### src/core/omd_pkg.sv
// Constants and types shared by the operating-mode decoder.
// Assumes a single system clock and an AXI4-Lite register port.
`default_nettype none

package omd_pkg;

   // ------------------------------------------------------------
   // Bus
   // ------------------------------------------------------------
   localparam int unsigned ADDR_W = 8;
   localparam logic [7:0] MON_OFFSET = 8'h00;
   localparam logic [7:0] STATUS_OFFSET = 8'h04;
   localparam logic [7:0] CTRL_OFFSET = 8'h08;
   localparam logic [1:0] RESP_OKAY = 2'h0;
   localparam logic [1:0] RESP_SLVERR = 2'h2;

   // ------------------------------------------------------------
   // Control register fields
   // ------------------------------------------------------------
   localparam int unsigned CTRL_EXT_BIT = 0;
   localparam int unsigned CTRL_AREA_LSB = 8;
   localparam int unsigned AREA_COUNT = 8;

   // ------------------------------------------------------------
   // Status register fields
   // ------------------------------------------------------------
   localparam int unsigned ST_MODE_LSB = 0;
   localparam int unsigned ST_VALID_BIT = 4;
   localparam int unsigned ST_ROM_BIT = 5;
   localparam int unsigned ST_EXT_BIT = 6;
   localparam int unsigned ST_BUS16_BIT = 7;
   localparam int unsigned ST_BOOT_BIT = 8;
   localparam int unsigned ST_USER_BIT = 9;
   localparam int unsigned ST_FLASH_BIT = 10;
   localparam int unsigned ST_CAPT_BIT = 11;

   // ------------------------------------------------------------
   // Reset values and counts
   // ------------------------------------------------------------
   localparam logic [2:0] MON_RESET = 3'h0;
   localparam logic [7:0] AREA_ALL_16 = 8'hFF;
   localparam logic [7:0] AREA_ALL_8 = 8'h00;
   localparam logic [3:0] MODE_RESET = 4'h0;
   localparam logic [1:0] CAPTURE_DELAY = 2'h3;

   // ------------------------------------------------------------
   // Types
   // ------------------------------------------------------------
   typedef enum logic [1:0] {
      OMD_BUILD_FLASH,
      OMD_BUILD_MASKED,
      OMD_BUILD_ROMLESS
   } omd_build_t;

   typedef enum logic {
      OMD_PH_SETTLE,
      OMD_PH_RUN
   } omd_phase_t;

endpackage

`default_nettype wire

### src/core/omd_sync.sv
// Two-stage synchroniser for the strap pins.
// Assumes the pins are quasi-static and may change at any time.
`default_nettype none

module omd_sync #(
   parameter int unsigned W = 4
) (
   // Clock and reset
   input wire logic clk,
   input wire logic rst_n,
   // Data
   input wire logic [W-1:0] d,
   output logic [W-1:0] q
);

   logic [W-1:0] meta_r;

   // First stage is read only by the second
   always_ff @(posedge clk or negedge rst_n) begin
      if (!rst_n) begin
         meta_r <= '0;
         q <= '0;
      end else begin
         meta_r <= d;
         q <= meta_r;
      end
   end

endmodule // omd_sync

`default_nettype wire

### src/core/omd_mode_table.sv
// Combinational decode of a mode number into its attributes.
// Assumes the caller forces bit 3 low on builds without the flash enable pin.
`default_nettype none

module omd_mode_table #(
   parameter bit HAS_FWE = 1'b1,
   parameter omd_pkg::omd_build_t BUILD = omd_pkg::OMD_BUILD_FLASH
) (
   // Mode in
   input wire logic [3:0] mode_num,
   // Attributes out
   output logic supported,
   output logic rom_en,
   output logic fixed_exp,
   output logic init_w16,
   output logic boot,
   output logic user
);

   logic flash_build;
   logic romless_build;

   assign flash_build = (BUILD == omd_pkg::OMD_BUILD_FLASH);
   assign romless_build = (BUILD == omd_pkg::OMD_BUILD_ROMLESS);

   always_comb begin
      supported = 1'b0;
      case (mode_num)
         4'h1, 4'h2: supported = 1'b1;
         4'h3: supported = !HAS_FWE && flash_build;
         4'h4, 4'h5, 4'h6, 4'h7: supported = !romless_build;
         4'hA, 4'hB, 4'hC, 4'hD, 4'hE, 4'hF: supported = HAS_FWE && flash_build;
         default: supported = 1'b0;
      endcase
   end

   // Reserved codes get every attribute low, so flash stays locked
   always_comb begin
      rom_en = supported && (mode_num != 4'h1) && (mode_num != 4'h2);
      fixed_exp = supported && ((mode_num == 4'h1) || (mode_num == 4'h2) ||
                  (mode_num == 4'h4) || (mode_num == 4'h5) ||
                  (mode_num == 4'h6));
      init_w16 = supported && ((mode_num == 4'h1) || (mode_num == 4'h5) ||
                 (mode_num == 4'hD));
      boot = supported && ((mode_num == 4'h3) || (mode_num == 4'hA) ||
             (mode_num == 4'hB));
      user = supported && (mode_num >= 4'hC);
   end

endmodule // omd_mode_table

`default_nettype wire

### src/core/omd_top.sv
// Operating-mode decoder: strap pins to mode, with an AXI4-Lite register port.
// Assumes strap pins are held steady while the device runs.
//
// What this block does
// - Mode comes only from the three select pins and the flash enable pin.
// - With flash enable pin, mode equals enable times eight plus select pins.
// - Modes 1,2 disable ROM; initial width 16 in 1,5,13, else 8.
// - Modes 1, 2 and 4 to 6 are externally expanded modes.
// - Expanded bus is 16 bits if any area is 16-bit, else 8.
// - Mode 7 starts single-chip; software may enable the external bus later.
// - Modes 3,10,11 boot, 12 to 15 user program; flash programmable there.
// - Without flash enable pin only modes 1 to 7 exist.
// - Accepted modes depend on a build parameter: flash, masked or ROM-less.
// - Monitor bits 2:0 show select pins 2:0, read-only.
// - Each monitor read latches pin levels; reset clears the latch.
// - Monitor bits 7:3 read zero and ignore writes.
`default_nettype none

module omd_top #(
   parameter bit HAS_FWE = 1'b1,
   parameter omd_pkg::omd_build_t BUILD = omd_pkg::OMD_BUILD_FLASH
) (
   // Clock and reset
   input wire logic CLK,
   input wire logic RSTN,
   // Strap pins
   input wire logic MODE_SELECT_PIN_2,
   input wire logic MODE_SELECT_PIN_1,
   input wire logic MODE_SELECT_PIN_0,
   input wire logic FLASH_WRITE_ENABLE_PIN,
   // Decoded mode
   output logic [3:0] MODE_NUMBER,
   output logic MODE_VALID,
   output logic MODE_CAPTURED,
   output logic ROM_ENABLE,
   output logic EXT_BUS_ENABLE,
   output logic BUS_WIDTH_16,
   output logic BOOT_MODE,
   output logic USER_PROGRAM_MODE,
   output logic FLASH_PROGRAM_ENABLE,
   // AXI4-Lite write address
   input wire logic [omd_pkg::ADDR_W-1:0] AWADDR,
   input wire logic AWVALID,
   output logic AWREADY,
   // AXI4-Lite write data
   input wire logic [31:0] WDATA,
   input wire logic [3:0] WSTRB,
   input wire logic WVALID,
   output logic WREADY,
   // AXI4-Lite write response
   output logic [1:0] BRESP,
   output logic BVALID,
   input wire logic BREADY,
   // AXI4-Lite read address
   input wire logic [omd_pkg::ADDR_W-1:0] ARADDR,
   input wire logic ARVALID,
   output logic ARREADY,
   // AXI4-Lite read data
   output logic [31:0] RDATA,
   output logic [1:0] RRESP,
   output logic RVALID,
   input wire logic RREADY
);

   // ------------------------------------------------------------
   // State
   // ------------------------------------------------------------
   typedef struct packed {
      omd_pkg::omd_phase_t phase;
      logic [1:0] settle_cnt;
      logic [3:0] mode_num;
      logic valid;
      logic rom_en;
      logic fixed_exp;
      logic ext_sw;
      logic ext_en;
      logic bus16;
      logic boot;
      logic user;
      logic flash;
      logic [2:0] mon;
      logic [omd_pkg::AREA_COUNT-1:0] area16;
      logic awready;
      logic wready;
      logic aw_got;
      logic w_got;
      logic [omd_pkg::ADDR_W-1:0] aw_addr;
      logic [31:0] w_data;
      logic [3:0] w_strb;
      logic bvalid;
      logic [1:0] bresp;
      logic arready;
      logic rvalid;
      logic [31:0] rdata;
      logic [1:0] rresp;
   } omd_state_t;

   omd_state_t s_r;
   omd_state_t s_nxt;

   // ------------------------------------------------------------
   // Pin synchronisation
   // ------------------------------------------------------------
   logic [3:0] pins_raw;
   logic [3:0] pins_sync;
   logic [3:0] cand_mode;

   assign pins_raw = {FLASH_WRITE_ENABLE_PIN, MODE_SELECT_PIN_2,
                      MODE_SELECT_PIN_1, MODE_SELECT_PIN_0};

   omd_sync #(
      .W(4)
   ) u_sync (
      .clk(CLK),
      .rst_n(RSTN),
      .d(pins_raw),
      .q(pins_sync)
   );

   // Flash enable carries weight eight only where the pin exists
   assign cand_mode = HAS_FWE ? pins_sync : {1'b0, pins_sync[2:0]};

   // ------------------------------------------------------------
   // Mode table
   // ------------------------------------------------------------
   logic t_sup;
   logic t_rom;
   logic t_fexp;
   logic t_w16;
   logic t_boot;
   logic t_user;

   omd_mode_table #(
      .HAS_FWE(HAS_FWE),
      .BUILD(BUILD)
   ) u_table (
      .mode_num(cand_mode),
      .supported(t_sup),
      .rom_en(t_rom),
      .fixed_exp(t_fexp),
      .init_w16(t_w16),
      .boot(t_boot),
      .user(t_user)
   );

   // ------------------------------------------------------------
   // Register read mux
   // ------------------------------------------------------------
   logic [31:0] status_word;
   logic [31:0] ctrl_word;

   always_comb begin
      status_word = 32'h0000_0000;
      status_word[omd_pkg::ST_MODE_LSB +: 4] = s_r.mode_num;
      status_word[omd_pkg::ST_VALID_BIT] = s_r.valid;
      status_word[omd_pkg::ST_ROM_BIT] = s_r.rom_en;
      status_word[omd_pkg::ST_EXT_BIT] = s_r.ext_en;
      status_word[omd_pkg::ST_BUS16_BIT] = s_r.bus16;
      status_word[omd_pkg::ST_BOOT_BIT] = s_r.boot;
      status_word[omd_pkg::ST_USER_BIT] = s_r.user;
      status_word[omd_pkg::ST_FLASH_BIT] = s_r.flash;
      status_word[omd_pkg::ST_CAPT_BIT] = (s_r.phase == omd_pkg::OMD_PH_RUN);
      ctrl_word = 32'h0000_0000;
      ctrl_word[omd_pkg::CTRL_EXT_BIT] = s_r.ext_en;
      ctrl_word[omd_pkg::CTRL_AREA_LSB +: omd_pkg::AREA_COUNT] = s_r.area16;
   end

   // ------------------------------------------------------------
   // Next state
   // ------------------------------------------------------------
   logic wr_fire;
   logic rd_fire;

   assign wr_fire = s_r.aw_got && s_r.w_got && !s_r.bvalid;
   assign rd_fire = ARVALID && s_r.arready;

   always_comb begin
      s_nxt = s_r;

      // Strap capture after the synchroniser has filled
      case (s_r.phase)
         omd_pkg::OMD_PH_SETTLE: begin
            if (s_r.settle_cnt == omd_pkg::CAPTURE_DELAY) begin
               s_nxt.phase = omd_pkg::OMD_PH_RUN;
               s_nxt.mode_num = cand_mode;
               s_nxt.valid = t_sup;
               s_nxt.rom_en = t_rom;
               s_nxt.fixed_exp = t_fexp;
               s_nxt.boot = t_boot;
               s_nxt.user = t_user;
               s_nxt.flash = t_boot || t_user;
               s_nxt.area16 = t_w16 ? omd_pkg::AREA_ALL_16 : omd_pkg::AREA_ALL_8;
            end else begin
               s_nxt.settle_cnt = s_r.settle_cnt + 2'h1;
            end
         end
         omd_pkg::OMD_PH_RUN: begin
            // Straps are not re-sampled; the board holds them steady
            s_nxt.phase = omd_pkg::OMD_PH_RUN;
         end
         default: begin
            s_nxt.phase = omd_pkg::OMD_PH_SETTLE;
         end
      endcase

      // Write channel acceptance, either order
      if (AWVALID && s_r.awready) begin
         s_nxt.aw_got = 1'b1;
         s_nxt.aw_addr = AWADDR;
      end
      if (WVALID && s_r.wready) begin
         s_nxt.w_got = 1'b1;
         s_nxt.w_data = WDATA;
         s_nxt.w_strb = WSTRB;
      end

      // Register write
      if (wr_fire) begin
         s_nxt.aw_got = 1'b0;
         s_nxt.w_got = 1'b0;
         s_nxt.bvalid = 1'b1;
         s_nxt.bresp = omd_pkg::RESP_OKAY;
         case (s_r.aw_addr)
            omd_pkg::MON_OFFSET: begin
               // Monitor is read-only in every bit
               s_nxt.mon = s_r.mon;
            end
            omd_pkg::STATUS_OFFSET: begin
               s_nxt.bresp = omd_pkg::RESP_OKAY;
            end
            omd_pkg::CTRL_OFFSET: begin
               // Only modes without a fixed bus let software switch it
               if (s_r.w_strb[0] && s_r.valid && !s_r.fixed_exp) begin
                  s_nxt.ext_sw = s_r.w_data[omd_pkg::CTRL_EXT_BIT];
               end
               if (s_r.w_strb[1]) begin
                  s_nxt.area16 = s_r.w_data[omd_pkg::CTRL_AREA_LSB +: omd_pkg::AREA_COUNT];
               end
            end
            default: begin
               s_nxt.bresp = omd_pkg::RESP_SLVERR;
            end
         endcase
      end
      if (s_r.bvalid && BREADY) begin
         s_nxt.bvalid = 1'b0;
      end

      // Register read
      if (rd_fire) begin
         s_nxt.rvalid = 1'b1;
         s_nxt.rresp = omd_pkg::RESP_OKAY;
         case (ARADDR)
            omd_pkg::MON_OFFSET: begin
               // Pin levels are latched at the moment of the read
               s_nxt.mon = pins_sync[2:0];
               s_nxt.rdata = {29'h0000_0000, pins_sync[2:0]};
            end
            omd_pkg::STATUS_OFFSET: begin
               s_nxt.rdata = status_word;
            end
            omd_pkg::CTRL_OFFSET: begin
               s_nxt.rdata = ctrl_word;
            end
            default: begin
               s_nxt.rdata = 32'h0000_0000;
               s_nxt.rresp = omd_pkg::RESP_SLVERR;
            end
         endcase
      end
      if (s_r.rvalid && RREADY) begin
         s_nxt.rvalid = 1'b0;
      end

      // Bus use follows mode and software switch
      s_nxt.ext_en = s_nxt.fixed_exp || (s_nxt.valid && s_nxt.ext_sw);
      // Any 16-bit area widens the whole bus
      s_nxt.bus16 = s_nxt.ext_en && (|s_nxt.area16);

      // One transaction per direction in flight
      s_nxt.awready = !s_nxt.aw_got && !s_nxt.bvalid;
      s_nxt.wready = !s_nxt.w_got && !s_nxt.bvalid;
      s_nxt.arready = !s_nxt.rvalid;
   end

   // ------------------------------------------------------------
   // State register
   // ------------------------------------------------------------
   always_ff @(posedge CLK or negedge RSTN) begin
      if (!RSTN) begin
         s_r <= '0;
         s_r.phase <= omd_pkg::OMD_PH_SETTLE;
         s_r.mode_num <= omd_pkg::MODE_RESET;
         s_r.mon <= omd_pkg::MON_RESET;
         s_r.area16 <= omd_pkg::AREA_ALL_8;
         s_r.bresp <= omd_pkg::RESP_OKAY;
         s_r.rresp <= omd_pkg::RESP_OKAY;
         s_r.awready <= 1'b1;
         s_r.wready <= 1'b1;
         s_r.arready <= 1'b1;
      end else begin
         s_r <= s_nxt;
      end
   end

   // ------------------------------------------------------------
   // Outputs
   // ------------------------------------------------------------
   assign MODE_NUMBER = s_r.mode_num;
   assign MODE_VALID = s_r.valid;
   assign MODE_CAPTURED = (s_r.phase == omd_pkg::OMD_PH_RUN);
   assign ROM_ENABLE = s_r.rom_en;
   assign EXT_BUS_ENABLE = s_r.ext_en;
   assign BUS_WIDTH_16 = s_r.bus16;
   assign BOOT_MODE = s_r.boot;
   assign USER_PROGRAM_MODE = s_r.user;
   assign FLASH_PROGRAM_ENABLE = s_r.flash;
   assign AWREADY = s_r.awready;
   assign WREADY = s_r.wready;
   assign BRESP = s_r.bresp;
   assign BVALID = s_r.bvalid;
   assign ARREADY = s_r.arready;
   assign RDATA = s_r.rdata;
   assign RRESP = s_r.rresp;
   assign RVALID = s_r.rvalid;

endmodule // omd_top

`default_nettype wire

### config.mk
export PLATFORM = sky130hd
export DESIGN_NAME = omd_top
export DESIGN_NICKNAME = d
export VERILOG_FILES = /design/src/core/omd_pkg.sv /design/src/core/omd_sync.sv /design/src/core/omd_mode_table.sv /design/src/core/omd_top.sv
export SDC_FILE = /design/constraint.sdc
export NUM_CORES = 1
export LEC_CHECK = 0
export BUFFER_PORTS_ARGS = -buffer_cell sky130_fd_sc_hd__clkbuf_2
export CORE_MARGIN = 10
export CORE_UTILIZATION = 48
export DETAILED_ROUTE_END_ITERATION = 7
export GPL_TIMING_DRIVEN = 0
export PLACE_DENSITY_LB_ADDON = 0.25
export SETUP_SLACK_MARGIN = 0.3
export SYNTH_ARGS = -nofsm -noshare
export SYNTH_HDL_FRONTEND = slang
export SYNTH_SLANG_ARGS = --single-unit
### constraint.sdc
create_clock -name CLK -period 1.9 [get_ports CLK]
set_input_delay 0.57 -clock CLK [delete_from_list [all_inputs] [get_ports CLK]]
set_output_delay 0.57 -clock CLK [all_outputs]
set_load 0.1 [all_outputs]
Yosys cells after proc, flatten, opt, wreduce, memory -nomap -nowiden
Cells that the tools add are included.
{"block": "word_totals", "regBits": 101, "input_bits": 63, "out_inout_bits": 53, "wordCells": 119}
{"block": "classes", "add_sub_neg": 1, "order_cmp": 1, "eq_ne": 20, "mux": 24, "n_bitwise": 2, "reduce_logical": 43}
{"cell": "2-to-1 mux 8 bit", "n": 6}
{"cell": "case mux 16 bit (3 select lines)", "n": 1}
{"cell": "2-to-1 mux 35 bit", "n": 1}
{"cell": "equality test 4 bit (second input constant)", "n": 6}
{"cell": "logical AND 1 bit", "n": 19}
{"cell": "equality test 4 x 3 -> 1 bit (second input constant)", "n": 4}
{"cell": "equality test 8 x 3 -> 1 bit (second input constant)", "n": 2}
{"cell": "equality test 8 x 4 -> 1 bit (second input constant)", "n": 2}
{"cell": "zero test 8 bit", "n": 2}
{"cell": "OR reduction 12 bit", "n": 1}
{"cell": "logical OR 1 bit", "n": 10}
{"cell": "2-to-1 mux 1 bit", "n": 9}
{"cell": "2-to-1 mux 3 bit", "n": 3}
{"cell": "equality test 4 x 2 -> 1 bit (second input constant)", "n": 2}
{"cell": "OR reduction 8 bit", "n": 1}
{"cell": "zero test 1 bit", "n": 6}
{"cell": "2-to-1 mux 2 bit", "n": 3}
{"cell": "OR reduction 3 bit", "n": 2}
{"cell": "equality test 4 x 1 -> 1 bit (second input constant)", "n": 1}
{"cell": ">= comparator 4 bit (second input constant)", "n": 1}
{"cell": "inequality test 4 x 1 -> 1 bit (second input constant)", "n": 1}
{"cell": "inequality test 4 x 2 -> 1 bit (second input constant)", "n": 1}
{"cell": "AND reduction 2 bit", "n": 2}
{"cell": "adder 2 x 1 -> 2 bit (second input constant)", "n": 1}
{"cell": "other kinds (3)", "n": 4}

Logic depth before layout (Yosys ltp)
Gate-level depths: netlist (run 1).
{"block": "logic_depth", "depth_word": 12, "mapped_depth": 7}

Hierarchy
From an unflattened synthesis (run 1), not the netlist that was laid out.
{"block": "hier_totals", "cells_unflattened": 284, "area_unflattened_um2": 3388.2}
{"module": "omd_top", "instances": 1, "cells_each": 265, "area_per_inst_um2": 3106.7, "seq_area_each_um2": 1705.4}
{"module": "omd_sync", "instances": 1, "cells_each": 8, "area_per_inst_um2": 200.2, "seq_area_each_um2": 200.2}
{"module": "omd_mode_table", "instances": 1, "cells_each": 11, "area_per_inst_um2": 81.3, "seq_area_each_um2": 0.0}

Least setup slack after synthesis (run 1)
No wires, ideal clock.
{"block": "synth_timing", "path_kind": "register to register", "start": "register s_r (netlist bit BVALID)", "end": "register s_r (netlist bit BUS_WIDTH_16)", "arrival_time_ns": 1.977, "required_ns": 1.780, "slack_ns": -0.197, "path_stages_with_launch": 7, "cell_sequence": "dfrtp_1 > and3b_1 > buf_4 > nand4_1 > mux2_4 > a21o_1 > o211a_1"}
{"element": "start, declared", "line_no": "omd_top.sv:98", "source": "omd_state_t s_r;"}
{"element": "start signal, assigned", "line_no": "omd_top.sv:302", "source": "s_r <= s_nxt;"}

Worst setup path after layout (run 1)
{"block": "layout_timing", "start": "register s_r (netlist bit WREADY)", "end": "output port WREADY"}
{"element": "end, declared", "line_no": "omd_top.sv:49", "source": "output logic WREADY,"}
No word-level cell between the ends.

==> run_results.csv, run 1 <==
group,metric,value,unit
place,numPortBuffers,71,
place,place_hpwl,5.31,mm
floorplan,rows,30,
clocking,cts_tree,"done",
hold_path,holdCritPathClass,"primary input to async pin",
clocking,clockBufferDepth,2,
floorplan,die-area,0.0109,mm^2
clocking,cts_root_buf,"clkbuf_8",
sta,setup-violations-final,0,
clocking,clkLatencyLatePin,0.34,ns
power_and_ir_drop,ir_drop,908,uV
logic_synthesis,synth_area,0.00342,mm^2
sta,slew_violations,0,
logic_synthesis,syn_inst,282,
floorplan,core,0.00687,mm^2
clocking,cts_hold_buf,0,
sta,finalHoldViolCount,0,
clocking,cts_buffers,9,
drt,firstDrtPassIters,6,
drt,via_count,2489,
layout,area_delta_synth_final,51.2,%
logic_synthesis,synth_cell_types,41,
run_status,status,"finished, final reports clean",
worst_setup_path,reg2reg_to,"BUS_WIDTH_16$_DFF_PN0_",
clocking,cts.htree.levels,3,
place,place_congestion,0.769,
floorplan,dieHeight,104,um
clocking,clk_pin_slew,0.08,ns
sta,fin_crit,1.75,ns
sta,fin_crit_sh,0.923,
drt,drtAntennaViolNets,0,
sta,rsz0062_at_grt,"yes",
drt,drt_iter0_drc,99,
worst_setup_path,path_delay_family,"flip-flops",
worst_setup_path,r2r-start,"MODE_CAPTURED$_DFF_PN0_",
worst_setup_path,crit_chain,"clkbuf_16",
worst_setup_path,crit_arrival,1.18,ns
logic_synthesis,synthFlopType,"dfrtp_1",
sta,fin_ws,0.147,ns
layout,diodes,0,
clocking,cts.sinks,76,
worst_setup_path,max_stage_delay,0.64,ns
grt,grt_pass1_vias,2625,
worst_setup_path,crit_fanout,3,
grt,grt_antenna_before_repair,0,
logic_synthesis,synth_warnings,0,
logic_synthesis,avgSynthCellArea,12.1,um^2
drt,drt_wl_total,8.58,mm
worst_setup_path,crit_type,"flip-flop to primary output",
floorplan,ios,116,
worst_setup_path,cp-end-kind,"primary output",
worst_setup_path,slowest_stage,"dfstp_4",
layout,nets,475,
place,dp_slack,-0.0365,ns
grt,track_usage,0.151,
grt,grt_max_degree,65,
worst_setup_path,cp.required,1.33,ns
sta,fmax,570,MHz
worst_setup_path,critPathBufInv,1,
floorplan,fp.dieW,104,um
layout,fin_area,0.00517,mm^2
grt,gr-total-overflow,0,
logic_synthesis,async_flop_share,1.00,
worst_setup_path,worstRegToRegCells,6,
drt,vias_per_cell,4.86,
logic_synthesis,ys_ff_latch,76,
worst_setup_path,reg2reg_setup_slack,0.20,ns
place,place_area,0.00403,mm^2
flow_run,cap_violations,0,
grt,grt_pass1_wl,13.6,mm
drt,drcViolationCount,0,
power_and_ir_drop,p_leak,2.51,nW
drt,wl_per_cell,16.8,um
worst_setup_path,cp-start-kind,"flip-flop",
floorplan,initial_core_util,0.498,
sta,fin_worst_skew,0.0151,ns
logic_synthesis,ys_seq_area_frac,0.557,
logic_synthesis,synth_edf_count,0,
layout,drive_gt1_frac,0.498,
power_and_ir_drop,p_per_area,1030,mW/mm^2
==> placed cells by master, fill, tap and decap left out, drive strengths merged, types with 8 or more instances in the layout <==
| cell | netlist | routed |
|---|---|---|
| clkbuf | 7 | 87 |
| buf | 45 | 78 |
| dfrtp | 73 | 73 |
| nand2 | 29 | 29 |
| mux2 | 26 | 26 |
| conb | 1 | 18 |
| a22o | 9 | 9 |
| nand3 | 9 | 9 |
| o31ai | 8 | 8 |
| o21ai | 8 | 8 |
| nor2b | 8 | 8 |
| o21a | 8 | 8 |
==> cells in the mapped netlist (2+ instances only) <==
cell type,number,area (um^2)
mux2i_1,3,30.0
or4_1,2,15.0
inv_1,2,7.51
dfrtp_1,73,1830
nor2_1,7,26.3
nor3b_4,2,37.5
nor2b_1,8,50.1
nand4_1,2,12.5
dfstp_2,3,78.8
buf_4,41,308
nand2_1,29,109
o31ai_1,8,60.1
mux2_2,25,282
and3b_1,2,17.5
clkbuf_1,7,26.3
o21a_1,8,60.1
a22o_1,9,78.8
nand3_2,2,20.0
nor4_1,3,18.8
a22oi_1,4,30.0
buf_6,3,33.8
o21ai_0,8,40.0
a21oi_1,7,35.0
nand3_1,7,35.0
==> how the worst max path moves through the flow <==
stage                             from  depth (start not counted)                      end
2_1_floorplan  MODE_CAPTURED$_DFF_PN0_                          6   BUS_WIDTH_16$_DFF_PN0_
3_3_place_gp                      RSTN                          1         BVALID$_DFF_PN0_
3_5_place_dp                 ARADDR[7]                          5    RDATA[12]$_DFFE_PN0P_
4_1_cts               WREADY$_DFF_PN1_                          1                   WREADY
5_1_grt            s_r[79]$_DFFE_PN0P_                          6  ctrl_word[15]$_DFF_PN0_
6_report              WREADY$_DFF_PN1_                          1                   WREADY
==> power by group <==
part	switching, mW	internal [mW]
combinational	1.03	0.772
clock	0.568	0.642
sequential	0.307	2.00
total	1.91	3.41
==> metal layers <==
metal / GRT usage / up-vias / wire length (um)
li1: - / 1183 / -
met1: 0.180 / 1213 / 3540
met2: 0.252 / 84 / 4450
met3: 0.0527 / 9 / 515
met4: 0.0398 / 0 / 72
met5: 0 / - / 0
==> registers in the layout (all words and copies together) (netlist names), 4 cells and up <==
signal and flops:
MODE_NUMBER 4, s_r 25, u_sync.q 4, u_sync.meta_r 4, RDATA 16, ctrl_word 8
==> per-stage QoR <==
| stage | cells | power, mW | TNS [ns] | util | hold slack, ns |
|---|---|---|---|---|---|
| 4_1_cts | 502 | 5.32 | 0 | 0.740 | 0.0814 |
| 3_5_place_dp | 467 | 3.82 | -0.215 | 0.586 | 0.336 |
| 2_1_floorplan | 299 | 3.51 | 0 | - | 0.274 |
| 6_report | 512 | 5.32 | 0 | 0.753 | 0.0965 |
| 3_3_place_gp | 466 | 3.77 | -29.72 | 0.582 | 0.336 |
| 5_1_grt | 512 | 5.57 | 0 | 0.753 | 0.0863 |
==> logic make-up (layout without fill, tap and decap cells) <==
family                     count (synthesis)  count (layout)  share of synthesized area
muxes                                     29              29                     0.0955
and+or+nand+nor                           72              72                      0.131
AOI/OAI and AO/OA                         47              47                     0.0958
DFF                                       76              76                      0.557
xor gates and xnor gates                   2               2                    0.00512
adders and majority gates                  1               1                    0.00366
buffers and inverters                     54             171                      0.111
other                                      1              18                    0.00110
==> area by class of cell <==
class / instances / area, um^2
Clock buffer: 12 / 145
Tap cell: 96 / 120
Multi-Input combinational cell: 169 / 1230
Sequential cell: 76 / 1920
Fill cell: 417 / 1700
Buffer: 52 / 463
Clock inverter: 4 / 50.0
Timing Repair Buffer: 101 / 1230
Inverter: 2 / 7.51
==> what timing repair did <==
item                                   4_1_cts  5_1_grt
setup endpoints to repair                   48       61
setup buffers                               18       10
cloned                                       1        0
gates resized for setup                    125        8
pin swaps                                    4        2
endpoints found under the hold margin        0        0
No activity file was read; power rests on OpenSTA's default activity.
==> run 2, diff against run 1 <==
- RECOVER_POWER: unset -> 25
==> run 2 against run 1 <==
Sequential share of layout area hardly changed. Via count is 0.20% lower. Clock power hardly changed. Global-route usage stayed put. Die area stayed put. Largest cell class unchanged. Wire length is 0.14% lower. Clock skew is 0.0013 ns lower. First-iteration DRC count is 2.0% lower. Setup slack worse by 0.0010 ns. Final area hardly changed. Core utilization is 0.055 points lower. Critical path depth stayed put.
==> run_results.csv, run 2 (synthesis gave the netlist of run 1 again) <==
group,metric,value,unit
sta,slew_headroom,0.441,
drt,wl_met2,4.47,mm
floorplan,fp.dieW,104,um
worst_setup_path,cp.required,1.33,ns
run_status,status,"finished, final reports clean",
worst_setup_path,worstSetupStartpoint,"WREADY$_DFF_PN1_",
layout,fin_cells,512,
sta,setup-violations-final,0,
worst_setup_path,reg2reg_to,"BUS_WIDTH_16$_DFF_PN0_",
layout,area_delta_synth_final,51.1,%
power_and_ir_drop,p_total,5.32,mW
floorplan,initial_core_util,0.498,
power_and_ir_drop,ir_drop,908,uV
flow_run,cap_violations,0,
power_and_ir_drop,p_leak,2.51,nW
sta,fin_crit,1.75,ns
place,dp_cells,467,
clocking,clkLatencyLatePin,0.34,ns
worst_setup_path,crit_chain,"clkbuf_16",
drt,drt_wl_total,8.57,mm
drt,drtAntennaViolNets,0,
clocking,clk_pin_slew,0.08,ns
drt,wl_per_cell,16.7,um
drt,vias_per_cell,4.85,
worst_setup_path,critPathBufInv,1,
place,place_hpwl,5.31,mm
clocking,cts.htree.levels,3,
place,place_congestion,0.769,
floorplan,die-area,0.0109,mm^2
power_and_ir_drop,p_per_area,1030,mW/mm^2
worst_setup_path,max_stage_delay,0.64,ns
worst_setup_path,slowest_stage,"dfstp_4",
layout,fillers,419,
floorplan,ios,116,
clocking,cts.sinks,76,
place,numPortBuffers,71,
grt,grt_pass1_wl,13.6,mm
worst_setup_path,path_delay_family,"flip-flops",
place,place_area,0.00403,mm^2
sta,tns,0,ns
worst_setup_path,reg2reg_setup_slack,0.20,ns
floorplan,core,0.00687,mm^2
drt,via_count,2484,
layout,multi_input_area,0.00123,mm^2
clocking,cts_hold_buf,0,
worst_setup_path,crit_type,"flip-flop to primary output",
sta,fmax,570,MHz
drt,drt_iter0_drc,97,
layout,largest_reg_flops,25,
sta,fin_crit_sh,0.923,
grt,grt_max_degree,65,
hold_path,holdCritPathClass,"primary input to async pin",
layout,register_area,0.00192,mm^2
drt,met3_length,470,um
grt,gr-total-overflow,0,
worst_setup_path,crit_fanout,3,
layout,finalCoreUtilization,0.752,
drt,met1_length,3.54,mm
clocking,clockBufferDepth,2,
worst_setup_path,cp-end-kind,"primary output",
floorplan,rows,30,
grt,grt_antenna_before_repair,0,
drt,drcViolationCount,0,
clocking,cts_tree,"done",
floorplan,dieHeight,104,um
sta,worstMarginPinSlew,0.839,ns
grt,track_usage,0.151,
layout,diodes,0,
clocking,cts_buffers,9,
drt,top_layer_used,"met4",
worst_setup_path,r2r-start,"MODE_CAPTURED$_DFF_PN0_",
layout,mostFrequentLayoutCells,"dfrtp_1 (70), buf_4 (46), clkbuf_2 (38)",
layout,nets,475,
layout,fin_area,0.00517,mm^2
sta,rsz0062_at_grt,"yes",
clocking,cts_root_buf,"clkbuf_8",
drt,firstDrtPassIters,5,
worst_setup_path,crit_arrival,1.18,ns
sta,fin_worst_skew,0.0138,ns
worst_setup_path,worstRegToRegCells,6,
sta,slew_violations,0,
layout,top_register,"s_r",
layout,final_common_cell,"dfrtp_1",
layout,drive_gt1_frac,0.495,
sta,finalHoldViolCount,0,
grt,grt_pass1_vias,2625,
worst_setup_path,cp-start-kind,"flip-flop",
==> run 2: changes by cell type in the layout (fill, tap and decap cells not counted) <==
cell | before | now
clkbuf_4 | 1 | 0
clkbuf_1 | 6 | 7
==> run 2: per-layer routing <==
| layer | track usage | up-vias |
|---|---|---|
| met5 | 0 | - |
| met4 | 0.0398 | 0 |
| met3 | 0.0527 | 10 |
| met2 | 0.252 | 79 |
| met1 | 0.180 | 1216 |
| li1 | - | 1179 |
==> run 2: through the flow <==
step           setup WS, ns  hold slack, ns
6_report              0.146           0.297
5_1_grt              0.0917           0.315
4_1_cts               0.132          0.0814
3_5_place_dp        -0.0365           0.336
3_3_place_gp         -0.669           0.336
2_1_floorplan         0.117           0.274
==> run 2: layout make-up <==
class	count	area share
clock inverter	4	0.00968
tap	96	0.0232
multi-input combinational	169	0.238
timing repair buffer	101	0.238
clock buffer	12	0.0281
sequential	76	0.372
inverter	2	0.00145
buffer	52	0.0896
==> run 2: how the worst max path moves through the flow <==
| stage | cells after the start | slack (ns) | endpoint |
|---|---|---|---|
| after global placement | 1 | -0.67 | BVALID$_DFF_PN0_ |
| after global routing | 6 | 0.09 | ctrl_word[15]$_DFF_PN0_ |
| after CTS | 1 | 0.13 | WREADY |
| after floorplan | 6 | 0.12 | BUS_WIDTH_16$_DFF_PN0_ |
| after detailed placement | 5 | -0.04 | RDATA[12]$_DFFE_PN0P_ |
| final | 1 | 0.15 | WREADY |
==> run 2: repair_timing <==
action	in CTS	in global routing
resized for setup	125	8
cloned	1	0
buffers inserted	18	10
endpoints found under the setup margin	48	61
endpoints found under the hold margin	0	0
pin swaps	4	2
==> run 2: report_power, final <==
group	leakage (nW)	total [mW]	internal, mW	switching [mW]
Combinational	1.48	1.80	0.771	1.03
Sequential	0.929	2.30	2.00	0.306
Clock	0.0926	1.21	0.642	0.571
